File: src/shared/pmc_pkg.sv
// Package for the transceiver management register bank: offsets, fields, resets, carriers.
// Assumes a single 25 MHz core clock domain shared by every user.
package pmc_pkg;

    // Register addresses on the 5-bit management address
    localparam logic [4:0] PMC_ADDR_CTRL = 5'h00;
    localparam logic [4:0] PMC_ADDR_STAT2 = 5'h11;
    localparam logic [4:0] PMC_ADDR_IRQ_EN = 5'h12;
    localparam logic [4:0] PMC_ADDR_IRQ_ST = 5'h13;
    localparam logic [4:0] PMC_ADDR_IND_CFG = 5'h14;
    localparam logic [4:0] PMC_ADDR_TX_CTRL = 5'h1e;

    // Control register field positions
    localparam int PMC_CTRL_RESET = 15;
    localparam int PMC_CTRL_LOOPBACK = 14;
    localparam int PMC_CTRL_SPEED_LSB = 13;
    localparam int PMC_CTRL_ANEG_EN = 12;
    localparam int PMC_CTRL_PWRDN = 11;
    localparam int PMC_CTRL_ISOLATE = 10;
    localparam int PMC_CTRL_ANEG_RESTART = 9;
    localparam int PMC_CTRL_DUPLEX = 8;
    localparam int PMC_CTRL_COL_TEST = 7;
    localparam int PMC_CTRL_SPEED_MSB = 6;

    // Writable bit masks; everything else reads as zero
    localparam logic [15:0] PMC_CTRL_WMASK = 16'hffc0;
    localparam logic [15:0] PMC_IRQ_EN_WMASK = 16'h00f3;
    localparam logic [15:0] PMC_IND_CFG_WMASK = 16'hfffe;
    localparam logic [15:0] PMC_TX_CTRL_WMASK = 16'h1e00;

    // Reset values; the strapped control bits reset to zero and are filled later
    localparam logic [15:0] PMC_CTRL_RST = 16'h0000;
    localparam logic [15:0] PMC_IRQ_EN_RST = 16'h0000;
    localparam logic [15:0] PMC_IND_CFG_RST = 16'h0000;
    localparam logic [15:0] PMC_TX_CTRL_RST = 16'h0000;

    // Edges the strap synchroniser needs after reset release before its levels are real
    localparam logic [1:0] PMC_STRAP_SETTLE = 2'h2;

    // Speed encodings {msb, lsb}
    typedef enum logic [1:0]
    {
        PMC_SPD_10 = 2'h0,
        PMC_SPD_100 = 2'h1,
        PMC_SPD_1000 = 2'h2,
        PMC_SPD_RSVD = 2'h3
    } pmc_speed_e;

    // Strap levels caught at reset release
    typedef struct packed
    {
        logic aneg_en;
        logic speed_100;
        logic full_duplex;
    } pmc_strap_s;

    // Control outputs to the media-side logic
    typedef struct packed
    {
        logic speed_100;
        logic speed_bad;
        logic full_duplex;
        logic aneg_en;
        logic loopback;
        logic power_down;
        logic isolate;
        logic col_test;
    } pmc_ctrl_s;

endpackage : pmc_pkg

File: src/logic/pmc_regs.sv
// Management register bank: basic control plus the vendor registers 17..20 and 30.
// Assumes a management frame engine on core_clk_i that presents a whole 16-bit write
// as one strobe at frame end, and media logic that acknowledges reset and restart.
`timescale 1ns/1ns
`default_nettype none

module pmc_regs
    import pmc_pkg::*;
(
    input wire logic core_clk_i,
    input wire logic sys_rst_i,
    input wire logic [2:0] config_strap_pins_i,
    input wire logic mgmt_wr_i,
    input wire logic [4:0] mgmt_addr_i,
    input wire logic [15:0] mgmt_wdata_i,
    output logic [15:0] mgmt_rdata_o,
    input wire logic [15:0] secondary_status_i,
    input wire logic [15:0] irq_status_i,
    input wire logic soft_reset_done_i,
    input wire logic aneg_restart_done_i,
    output logic soft_reset_req_o,
    output logic aneg_restart_req_o,
    output pmc_ctrl_s ctrl_o,
    output logic [15:0] irq_enable_o,
    output logic [15:0] indicator_config_o,
    output logic [15:0] transmit_control_o
);

    ////////////////////////////////////////////////////////////////////////////////
    // Strap capture
    logic [2:0] strap_meta_q;
    logic [2:0] strap_sync_q;
    logic strap_armed_q;
    pmc_strap_s strap_q;

    // Two-flop synchroniser on the straps; only the second stage is looked at
    always_ff @(posedge core_clk_i or posedge sys_rst_i)
    begin
        if (sys_rst_i)
        begin
            strap_meta_q <= 3'h0;
            strap_sync_q <= 3'h0;
        end
        else
        begin
            strap_meta_q <= config_strap_pins_i;
            strap_sync_q <= strap_meta_q;
        end
    end

    // Straps latched once, on the third edge after release, when the synchroniser holds real levels
    logic [1:0] strap_wait_q;
    logic strap_load;

    // Single-cycle load window; the control word and the strap copy both use it, so the
    // two take the same pin levels unless, in that cycle, a soft_reset_done_i pulse reloads the word from the cleared copy or a control write replaces it
    assign strap_load = !strap_armed_q && (strap_wait_q == PMC_STRAP_SETTLE);

    always_ff @(posedge core_clk_i or posedge sys_rst_i)
    begin
        if (sys_rst_i)
        begin
            strap_wait_q <= 2'h0;
            strap_armed_q <= 1'b0;
            strap_q <= '0;
        end
        else if (!strap_armed_q)
        begin
            strap_wait_q <= strap_wait_q + 2'h1;
            if (strap_load)
            begin
                strap_armed_q <= 1'b1;
                strap_q <= strap_sync_q;
            end
        end
    end

    ////////////////////////////////////////////////////////////////////////////////
    // Write decode
    // Only whole-word strobes are decoded; reads have no side effects, so the manager
    // may repeat a read of any address freely
    wire wr_ctrl = mgmt_wr_i && (mgmt_addr_i == PMC_ADDR_CTRL);
    wire wr_irq_en = mgmt_wr_i && (mgmt_addr_i == PMC_ADDR_IRQ_EN);
    wire wr_ind = mgmt_wr_i && (mgmt_addr_i == PMC_ADDR_IND_CFG);
    wire wr_tx = mgmt_wr_i && (mgmt_addr_i == PMC_ADDR_TX_CTRL);

    ////////////////////////////////////////////////////////////////////////////////
    // Control register
    logic [15:0] ctrl_q;
    logic [15:0] ctrl_d;
    logic [15:0] ctrl_wr_val;

    // Low six bits are dropped so stray writes cannot show up on reads
    assign ctrl_wr_val = mgmt_wdata_i & PMC_CTRL_WMASK;

    // Drops the strap levels into the three strapped control bits of a word; shared by the
    // first load after reset and by the software reset reload, so both follow one map
    function automatic logic [15:0] merge_straps(input logic [15:0] word, input pmc_strap_s s);
        logic [15:0] r;
        r = word;
        r[PMC_CTRL_ANEG_EN] = s.aneg_en;
        r[PMC_CTRL_SPEED_LSB] = s.speed_100;
        r[PMC_CTRL_DUPLEX] = s.full_duplex;
        return r;
    endfunction : merge_straps

    // Whole-word load at frame end; straps drop in once; done pulses clear the
    // self-clearing bits, but a new write of one in the same cycle wins
    always_comb
    begin
        ctrl_d = ctrl_q;
        if (strap_load)
        begin
            ctrl_d = merge_straps(ctrl_q, pmc_strap_s'(strap_sync_q));
        end
        if (soft_reset_done_i)
        begin
            ctrl_d = merge_straps(PMC_CTRL_RST, strap_q);
        end
        if (aneg_restart_done_i)
        begin
            ctrl_d[PMC_CTRL_ANEG_RESTART] = 1'b0;
        end
        // A write is applied last so its word lands whole, never merged with a pulse
        if (wr_ctrl)
        begin
            ctrl_d = ctrl_wr_val;
        end
    end

    // Reset clears the strapped bits too; they are filled three edges after release
    always_ff @(posedge core_clk_i or posedge sys_rst_i)
    begin
        if (sys_rst_i)
        begin
            ctrl_q <= PMC_CTRL_RST;
        end
        else
        begin
            ctrl_q <= ctrl_d;
        end
    end

    ////////////////////////////////////////////////////////////////////////////////
    // Vendor read/write registers
    logic [15:0] irq_en_q;
    logic [15:0] ind_q;
    logic [15:0] tx_q;

    always_ff @(posedge core_clk_i or posedge sys_rst_i)
    begin
        if (sys_rst_i)
        begin
            irq_en_q <= PMC_IRQ_EN_RST;
            ind_q <= PMC_IND_CFG_RST;
            tx_q <= PMC_TX_CTRL_RST;
        end
        else
        begin
            // Reserved bits are dropped here, so the read path needs no second mask
            if (wr_irq_en)
            begin
                irq_en_q <= mgmt_wdata_i & PMC_IRQ_EN_WMASK;
            end
            if (wr_ind)
            begin
                ind_q <= mgmt_wdata_i & PMC_IND_CFG_WMASK;
            end
            if (wr_tx)
            begin
                tx_q <= mgmt_wdata_i & PMC_TX_CTRL_WMASK;
            end
        end
    end

    ////////////////////////////////////////////////////////////////////////////////
    // Decoded control outputs
    pmc_speed_e speed_sel;
    assign speed_sel = pmc_speed_e'({ctrl_q[PMC_CTRL_SPEED_MSB], ctrl_q[PMC_CTRL_SPEED_LSB]});

    // Unsupported and reserved patterns fall back to 10 Mbps and are flagged
    assign ctrl_o.speed_100 = (speed_sel == PMC_SPD_100);
    assign ctrl_o.speed_bad = (speed_sel == PMC_SPD_1000) || (speed_sel == PMC_SPD_RSVD);
    assign ctrl_o.full_duplex = ctrl_q[PMC_CTRL_DUPLEX];
    assign ctrl_o.aneg_en = ctrl_q[PMC_CTRL_ANEG_EN];
    assign ctrl_o.loopback = ctrl_q[PMC_CTRL_LOOPBACK];
    assign ctrl_o.power_down = ctrl_q[PMC_CTRL_PWRDN];
    assign ctrl_o.isolate = ctrl_q[PMC_CTRL_ISOLATE];
    assign ctrl_o.col_test = ctrl_q[PMC_CTRL_COL_TEST];
    assign soft_reset_req_o = ctrl_q[PMC_CTRL_RESET];
    assign aneg_restart_req_o = ctrl_q[PMC_CTRL_ANEG_RESTART];
    assign irq_enable_o = irq_en_q;
    assign indicator_config_o = ind_q;
    assign transmit_control_o = tx_q;

    ////////////////////////////////////////////////////////////////////////////////
    // Read mux; unmapped addresses read zero
    always_comb
    begin
        case (mgmt_addr_i)
            PMC_ADDR_CTRL: mgmt_rdata_o = ctrl_q;
            PMC_ADDR_STAT2: mgmt_rdata_o = secondary_status_i;
            PMC_ADDR_IRQ_EN: mgmt_rdata_o = irq_en_q;
            PMC_ADDR_IRQ_ST: mgmt_rdata_o = irq_status_i;
            PMC_ADDR_IND_CFG: mgmt_rdata_o = ind_q;
            PMC_ADDR_TX_CTRL: mgmt_rdata_o = tx_q;
            default: mgmt_rdata_o = 16'h0000;
        endcase
    end

endmodule : pmc_regs

`default_nettype wire

File: config.mk
export PLATFORM = sky130hd
export DESIGN_NAME = pmc_regs
export DESIGN_NICKNAME = d
export VERILOG_FILES = /design/src/shared/pmc_pkg.sv /design/src/logic/pmc_regs.sv
export SDC_FILE = /design/constraint.sdc
export NUM_CORES = 1
export LEC_CHECK = 0
export ABC_CLOCK_PERIOD_IN_PS = 2200
export CORE_ASPECT_RATIO = 1.5
export CORE_MARGIN = 4
export CORE_UTILIZATION = 38
export CTS_BUF_LIST = sky130_fd_sc_hd__clkbuf_16
export DETAILED_ROUTE_END_ITERATION = 7
export DONT_BUFFER_PORTS = 1
export PLACE_DENSITY = 0.65
export SLEW_MARGIN = 0
export SYNTH_ARGS = -nofsm -noshare
export SYNTH_HDL_FRONTEND = slang
export SYNTH_SLANG_ARGS = --single-unit
File: constraint.sdc
create_clock -name core_clk_i -period 2.2 [get_ports core_clk_i]
set_input_delay 0.55 -clock core_clk_i [delete_from_list [all_inputs] [get_ports core_clk_i]]
set_output_delay 0.55 -clock core_clk_i [all_outputs]
set_load 0.01 [all_outputs]
[Yosys cells after proc, flatten, opt, wreduce, memory -nomap -nowiden]
Cells that the tools add are included.
Storage, ports and cells
  register bits: 53
  bits of input ports: 61
  output and inout bits: 74
  word-level logic and storage cells: 43
Cells by class
  add/sub/neg operators: 1
  equal/unequal tests: 9
  muxes and demuxes: 7
  bitwise operators: 1
  reduce and logical (&&, ||, !) cells: 12
Operators with widths (number)
  16-bit one-hot mux with 6 select lines: 1
  16-bit 2-to-1 mux: 2
  5-bit == test, second input constant: 5
  14-bit 2-to-1 mux: 1
  2-bit == test, second input constant: 3
  3-bit nonzero test: 2
  1-bit logical AND: 5
  5-bit logical NOT: 1
  1-bit 2-to-1 mux: 3
  2-bit by 1-bit adder with 2-bit output, second input constant: 1
  2-bit by 1-bit == test with 1-bit output, second input constant: 1
  2-bit AND reduction: 1
  2-bit nonzero test: 1
  1-bit logical NOT: 1
  1-bit logical OR: 1
  1-bit inverter: 1

[Depth between registers and ports, before layout]
Gate-level depths: netlist (run 1).
  word-level depth: 6
  gate-level depth with buffers: 6

[Least setup slack after synthesis (run 1)]
Ideal clock, no wire load.
  path kind: in2out
  start point: input mgmt_addr_i[3]
  end point: output mgmt_rdata_o[10]
  arrival: 1712 ps
  path slack: -62 ps
  stages on the path: 4
  path buffers: 1
  cells stage by stage: buf_2 -> nor4_1 -> and2_1 -> a221o_1
On the way
  cells in the longest elaborated chain, start to end: 2
Ends and longest elaborated chain
  start, declared: RTL line pmc_regs.sv:14  | input wire logic [4:0] mgmt_addr_i,
  5-bit == test or 5-bit logical NOT (tied branches): RTL line pmc_regs.sv:200  | case (mgmt_addr_i)
  16-bit one-hot mux with 6 select lines *: RTL line pmc_regs.sv:200
  end, declared: RTL line pmc_regs.sv:16  | output logic [15:0] mgmt_rdata_o,
Every way passes the cells marked *; elsewhere a longest branch is shown, timed or not.

[Final worst setup path (run 1)]
  start point: input mgmt_addr_i[1]
  end point: output mgmt_rdata_o[11]
The elaborated chain is that of the path after synthesis.

==> results.txt, run 1 <==
Status - finished, final reports clean
Aggregate routed wire length - 7.17 mm
Crit path to - mgmt_rdata_o[11]
Max-Cap Viols - 0
Worst rel slew slack - 0.599
Initial Utilization - 0.392
Worst R2R Path Depth - 5
Post-synth cell types - 40
Die Area - 8560 sq um
Post-synthesis async set-or-reset flop share - 1.00
Reg2reg end - ctrl_q[8]
Mean area per synthesized cell - 10.2 sq um
Antenna cells - 0
Min Clock Period, post-route - 2.00 ns
Final ANT Viol Nets - 0
CP Max Fanout - 16
Crit end category - primary output
CP arrival - 1.45 ns
Yosys top cell by area - dfrtp_1
M2 GR Usage - 0.302
I/O Buffers - 0
Critical Path RT - 1.65 ns
Max stage delay on crit path - 0.40 ns
Max Fclk - 500 MHz
FF-to-FF Start - strap_wait_q[0]
Crit start category - primary input
Area grow syn2layout - 5.78%
R2R Setup Slk - 0.84 ns
Site row count - 37
Worst Skew - 0.00134 ns
Flops & latches, synth - 47
Drt pass-1 iters - 4
CP Cell Sequence - nor2b_1 -> and2_1 -> a221o_1
First-pass GRT wire length - 11.1 mm
Fin. max-slew vios - 0
PwrDens - 773 nW/um^2
Drt drc - 0
Initial antenna violation count - 0
HP Class - primary input to async pin
Met1 global-route usage - 0.176
Min Hold Slack - 0.194 ns
Initial DRC count - 138
GR Util All Layers - 0.166
Placer Congestion - 0.824
LEAKAGE - 1.24 nW
YS warnings - 0
Worst path slowest cell - nor2b_1
Die H - 111 um
Busiest layer in global routing - met2
Synth area leaders - dfrtp_1 43%, nand3_1 9.4%, buf_4 8.3%
Total negative slack - 0 ns
DIE WIDTH - 76.9 um
Fill count - 669
Critical path class - primary input to primary output
PnR worst setup slack - 0.200 ns
Nets - 319
CTS Hold Buffers Added - 0
Clock sinks - 47
Top-area cell type share of the netlist area - 0.435
Final hold violation count - 0
CTS Buffer Depth - 2
Post-CTS setup repair buffer count - 0
Core area - 6900 sq um
Total grt overflow - 0
CTS tree - done
Worst Setup SP - mgmt_addr_i[1]
Peak VDD IR - 0.000369 V
Synthesized cell area - 2700 sq um
Vias in the first global route - 1905
Worst skew pair latency - 0.29 ns
Post-CTS sizing - 0
Met3 usage - 0.0650
Via/cell ratio - 5.91
Vias - 1987
Main flop type after synthesis - dfrtp_1
Root buf cell - clkbuf_16
Share of the yosys chip area belonging to registers - 0.435
Most frequent cells after synthesis - 51 x nand3_1, 47 x dfrtp_1, 30 x buf_4
Endpoints failing setup - 0
Non-filler instance count after layout - 336
CTS clock-pin slew for the worst setup and hold paths - 0.06 ns
Share of post-route cells with drive strength above 1 - 0.182
Tcrit/Tclk final - 0.909
CTS buffer count - 5
Final HPWL DP - 5.66 mm
Synth Instances - 265
I/O pin count - 135
Worst-margin pin slew - 0.601 ns
Routed WL per cell - 21.3 um
Worst slack at placement - 0.219 ns
H-tree levels - 2
Largest net degree at the start of global routing - 27
Most common cell in the netlist - nand3_1
Number of synthesized flops with an enable pin - 0
RSZ-0062 raised after global routing - no
Cells after DPL - 328
Power, Total - 2.21 mW
-- flip-flops by register name, summed over array words and instances, names as in the netlist --
name                count
indicator_config_o     15
ctrl_q                 10
irq_enable_o            6
transmit_control_o      4
strap_meta_q            3
strap_q                 3
strap_sync_q            3
strap_wait_q            2
strap_armed_q           1
-- layout by cell type, fill, tap and decap left out, types with 3 or more instances in the layout --
cell       instances
clkbuf_16          5
a21o_1             3
a22oi_1            3
mux2_1            10
nand3_1           51
and3b_1            3
nor2b_1            6
nand2b_1           8
o21ai_0            9
conb_1            23
nor2_1             4
mux2_2            19
buf_4             10
inv_1              3
nand4_1            8
nand2_1            4
a211oi_1           3
dfrtp_1           47
a221o_1            3
a32o_1             3
o31ai_1            3
and2_1             3
-- how the worst min path moves through the flow --
stage | depth (start not counted) | startpoint | slack (ns) | endpoint
after floorplan | 0 | strap_meta_q[0] | 0.33 | strap_sync_q[0]
after global placement | 0 | strap_meta_q[0] | 0.33 | strap_sync_q[0]
after detailed placement | 0 | strap_meta_q[0] | 0.34 | strap_sync_q[0]
after CTS | 1 | sys_rst_i | 0.21 | transmit_control_o[9]
after global routing | 1 | sys_rst_i | 0.22 | transmit_control_o[9]
final | 1 | sys_rst_i | 0.19 | transmit_control_o[9]
-- logic make-up after synthesis --
kind of cell,after synthesis,share of synthesized area
and+or+nand+nor,103,0.230
adders and majority gates,1,0.00463
DFF,47,0.435
buffers and inverters,52,0.120
xor gates and xnor gates,1,0.00324
muxes,30,0.124
other,1,0.00139
AOI/OAI and AO/OA,30,0.0810
-- metal layers --
| metal | up-vias | share of wire |
|---|---|---|
| li1 | 892 | - |
| met1 | 984 | 0.35 |
| met2 | 102 | 0.54 |
| met3 | 9 | 0.097 |
| met4 | 0 | 0.014 |
| met5 | - | 0 |
-- per-stage QoR --
stage / utilization / instance area, sq um
finish: 0.415 / 2860
global route: 0.415 / 2860
CTS: 0.415 / 2860
detailed placement: 0.390 / 2690
global placement: 0.390 / 2690
floorplan: - / 2800
-- report_power, final --
| group | internal, mW | total, mW | switching [mW] |
|---|---|---|---|
| Combinational | 0.106 | 0.218 | 0.112 |
| Clock | 0.540 | 0.875 | 0.335 |
| Sequential | 0.969 | 1.12 | 0.149 |
| Total | 1.61 | 2.21 | 0.596 |
-- final cells by class --
cell class	count	area [sq um]	area share
timing repair buffer	11	95.1	0.0332
sequential	47	1180	0.411
tap	78	97.6	0.0341
inverter	4	15.0	0.00525
clock buffer	5	125	0.0437
clock inverter	3	46.3	0.0162
multi-input combinational	188	1310	0.456
-- critical path: cells and delay by family --
family	cells	cell delay, ns
AO/OA/AOI/OAI	1	0.23
AND/OR/NAND/NOR	2	0.66
Power figures use the tool's default switching activity.
==> inputs of run 2 (changes only) <==
--- a/config.mk
+++ b/config.mk
@@ -12,6 +12,7 @@
 export CTS_BUF_LIST = sky130_fd_sc_hd__clkbuf_16
 export DETAILED_ROUTE_END_ITERATION = 7
 export DONT_BUFFER_PORTS = 1
+export MAX_ROUTING_LAYER = met4
 export PLACE_DENSITY = 0.65
 export SLEW_MARGIN = 0
 export SYNTH_ARGS = -nofsm -noshare
==> run 2 against run 1 <==
Critical path depth unchanged. Utilization did not move. Sequential share of layout area stayed put. Sequential cell count unchanged. Cell area stayed put. Critical path type unchanged. Critical endpoint unchanged. Largest power group unchanged.
==> results.txt, run 2 (synthesis gave the netlist of run 1 again) <==
Status - finished, final reports clean
Drt drc - 0 (unchanged)
Total grt overflow - 0 (unchanged)
Clock Power Share - 0.395 (about the same)
Final core occ - 0.415 (unchanged)
Min Clock Period, post-route - 2.03 ns (+0.0265 ns)
Critical Path RT - 1.65 ns (about the same)
CP Max Fanout - 16 (unchanged)
Worst path top cell family by delay - simple AND/OR/NAND/NOR gates
H-tree levels - 2 (unchanged)
Area grow syn2layout - 5.78% (unchanged)
Root buf cell - clkbuf_16
Final HPWL DP - 5.66 mm (unchanged)
Worst-margin pin slew - 0.591 ns (-0.00946 ns)
Max Fclk - 493 MHz (-1.3%)
Fin. max-slew vios - 0 (unchanged)
R2R Setup Slk - 0.85 ns (about the same)
Max stage delay on crit path - 0.43 ns (+0.03 ns)
Initial antenna violation count - 0 (unchanged)
Initial DRC count - 125 (-9.4%)
I/O pin count - 135 (unchanged)
Post-CTS sizing - 0 (unchanged)
WP buf/inv - 0 (unchanged)
CTS Buffer Depth - 2 (unchanged)
Via/cell ratio - 5.83 (-1.4%)
Peak VDD IR - 0.000369 V (about the same)
Commonest non-fill, non-tap cell in the layout - nand3_1
Tcrit/Tclk final - 0.921 (+0.0121)
Endpoints failing setup - 0 (unchanged)
Worst Setup SP - mgmt_addr_i[1]
I/O Buffers - 0 (unchanged)
Power share of the combinational group - 0.099 (about the same)
CTS clock-pin slew for the worst setup and hold paths - 0.06 ns (about the same)
Worst Skew - 0.00152 ns (+0.000175 ns)
Placer Congestion - 0.836 (+1.5%)
Vias in the first global route - 1933 (+1.5%)
Switching power total - 0.594 mW (-0.25%)
P_int - 1.61 mW (about the same)
Total negative slack - 0 ns (unchanged)
Nets - 319 (unchanged)
Worst path slowest cell - nor2b_1
Site row count - 37 (unchanged)
Post-CTS setup repair buffer count - 0 (unchanged)
Clock sinks - 47 (unchanged)
GR Util All Layers - 0.171 (+0.00477)
Fill count - 669 (unchanged)
RSZ-0062 raised after global routing - no
Largest net degree at the start of global routing - 27 (unchanged)
Max-Cap Viols - 0 (unchanged)
Die Area - 8560 sq um (unchanged)
CTS buffer count - 5 (unchanged)
FF-to-FF Start - strap_wait_q[0]
Aggregate routed wire length - 7.15 mm (-0.25%)
Core area - 6900 sq um (unchanged)
LEAKAGE - 1.24 nW (unchanged)
Routed WL per cell - 21.3 um (-0.25%)
First-pass GRT wire length - 11.0 mm (-0.37%)
Initial Utilization - 0.392 (unchanged)
PwrDens - 772 nW/um^2 (about the same)
Antenna cells - 0 (unchanged)
CTS tree - done
Vias - 1959 (-1.4%)
Worst skew pair latency - 0.29 ns (about the same)
Drt pass-1 iters - 4 (unchanged)
Crit start category - primary input
Final ANT Viol Nets - 0 (unchanged)
Critical path class - primary input to primary output
Share of post-route cells with drive strength above 1 - 0.182 (unchanged)
CP arrival - 1.48 ns (+0.03 ns)
HP Class - primary input to async pin
Crit end category - primary output
Sw frac - 0.269 (-0.000491)
Final hold violation count - 0 (unchanged)
CP Cell Sequence - nor2b_1 -> and2_1 -> a221o_1
Die H - 111 um (unchanged)
Worst rel slew slack - 0.606 (+0.00631)
Most frequent cells in the layout - 51 x nand3_1, 47 x dfrtp_1, 23 x conb_1
Flop pwr share - 0.506 (about the same)
CTS Hold Buffers Added - 0 (unchanged)
Max reg flops - 15 (unchanged)
DIE WIDTH - 76.9 um (unchanged)
==> run 2: cell counts in the layout (fill, tap and decap cells not counted) <==
No cell type changed its count.
==> run 2: cell type report <==
class | count | area [sq um] | share of cell area
timing repair buffer | 11 | 95.1 | 0.0332
multi-input combinational | 188 | 1310 | 0.456
tap | 78 | 97.6 | 0.0341
sequential | 47 | 1180 | 0.411
clock inverter | 3 | 46.3 | 0.0162
clock buffer | 5 | 125 | 0.0437
inverter | 4 | 15.0 | 0.00525
==> run 2: stage by stage <==
stage / worst slack (ns) / total power [mW] / hold slack (ns) / cells / cell area [sq um]
after floorplan: 0.0355 / 1.33 / 0.331 / 287 / 2800
after global placement: 0.224 / 1.35 / 0.332 / 328 / 2690
after detailed placement: 0.219 / 1.36 / 0.336 / 328 / 2690
after CTS: 0.206 / 2.24 / 0.211 / 336 / 2860
after global routing: 0.127 / 2.33 / 0.216 / 336 / 2860
final: 0.173 / 2.21 / 0.190 / 336 / 2860
==> run 2: routing by layer <==
layer	share of wire	GRT usage
met1	0.35	0.174
met2	0.54	0.302
met3	0.10	0.0683
met4	0.012	0.0447
met5	0	-
==> run 2: worst reg2reg max path, cell delays in order, from the launching register on <==
cell,delay [ns]
dfrtp_1,0.39
inv_1,0.07
ha_1,0.22
nand2b_1,0.17
a211oi_1,0.28
o31ai_1,0.10
==> run 2: power groups by stage <==
stage          clock network (mW)  logic, mW  registers (mW)
2_1_floorplan                   0      0.236            1.09
3_3_place_gp                    0      0.213            1.14
6_report                    0.874      0.218            1.12
4_1_cts                     0.898      0.220            1.12
3_5_place_dp                    0      0.220            1.14
5_1_grt                     0.949      0.243            1.14
==> run 2: final timing paths <==
check / end / cells past startpoint
max reg2reg: ctrl_q[8] / 5
min in group core_clk_i: strap_meta_q[1] / 0
min reg2reg: strap_sync_q[0] / 0
max in group asynchronous: ctrl_q[12] / 2
min: transmit_control_o[9] / 1
max: mgmt_rdata_o[11] / 3
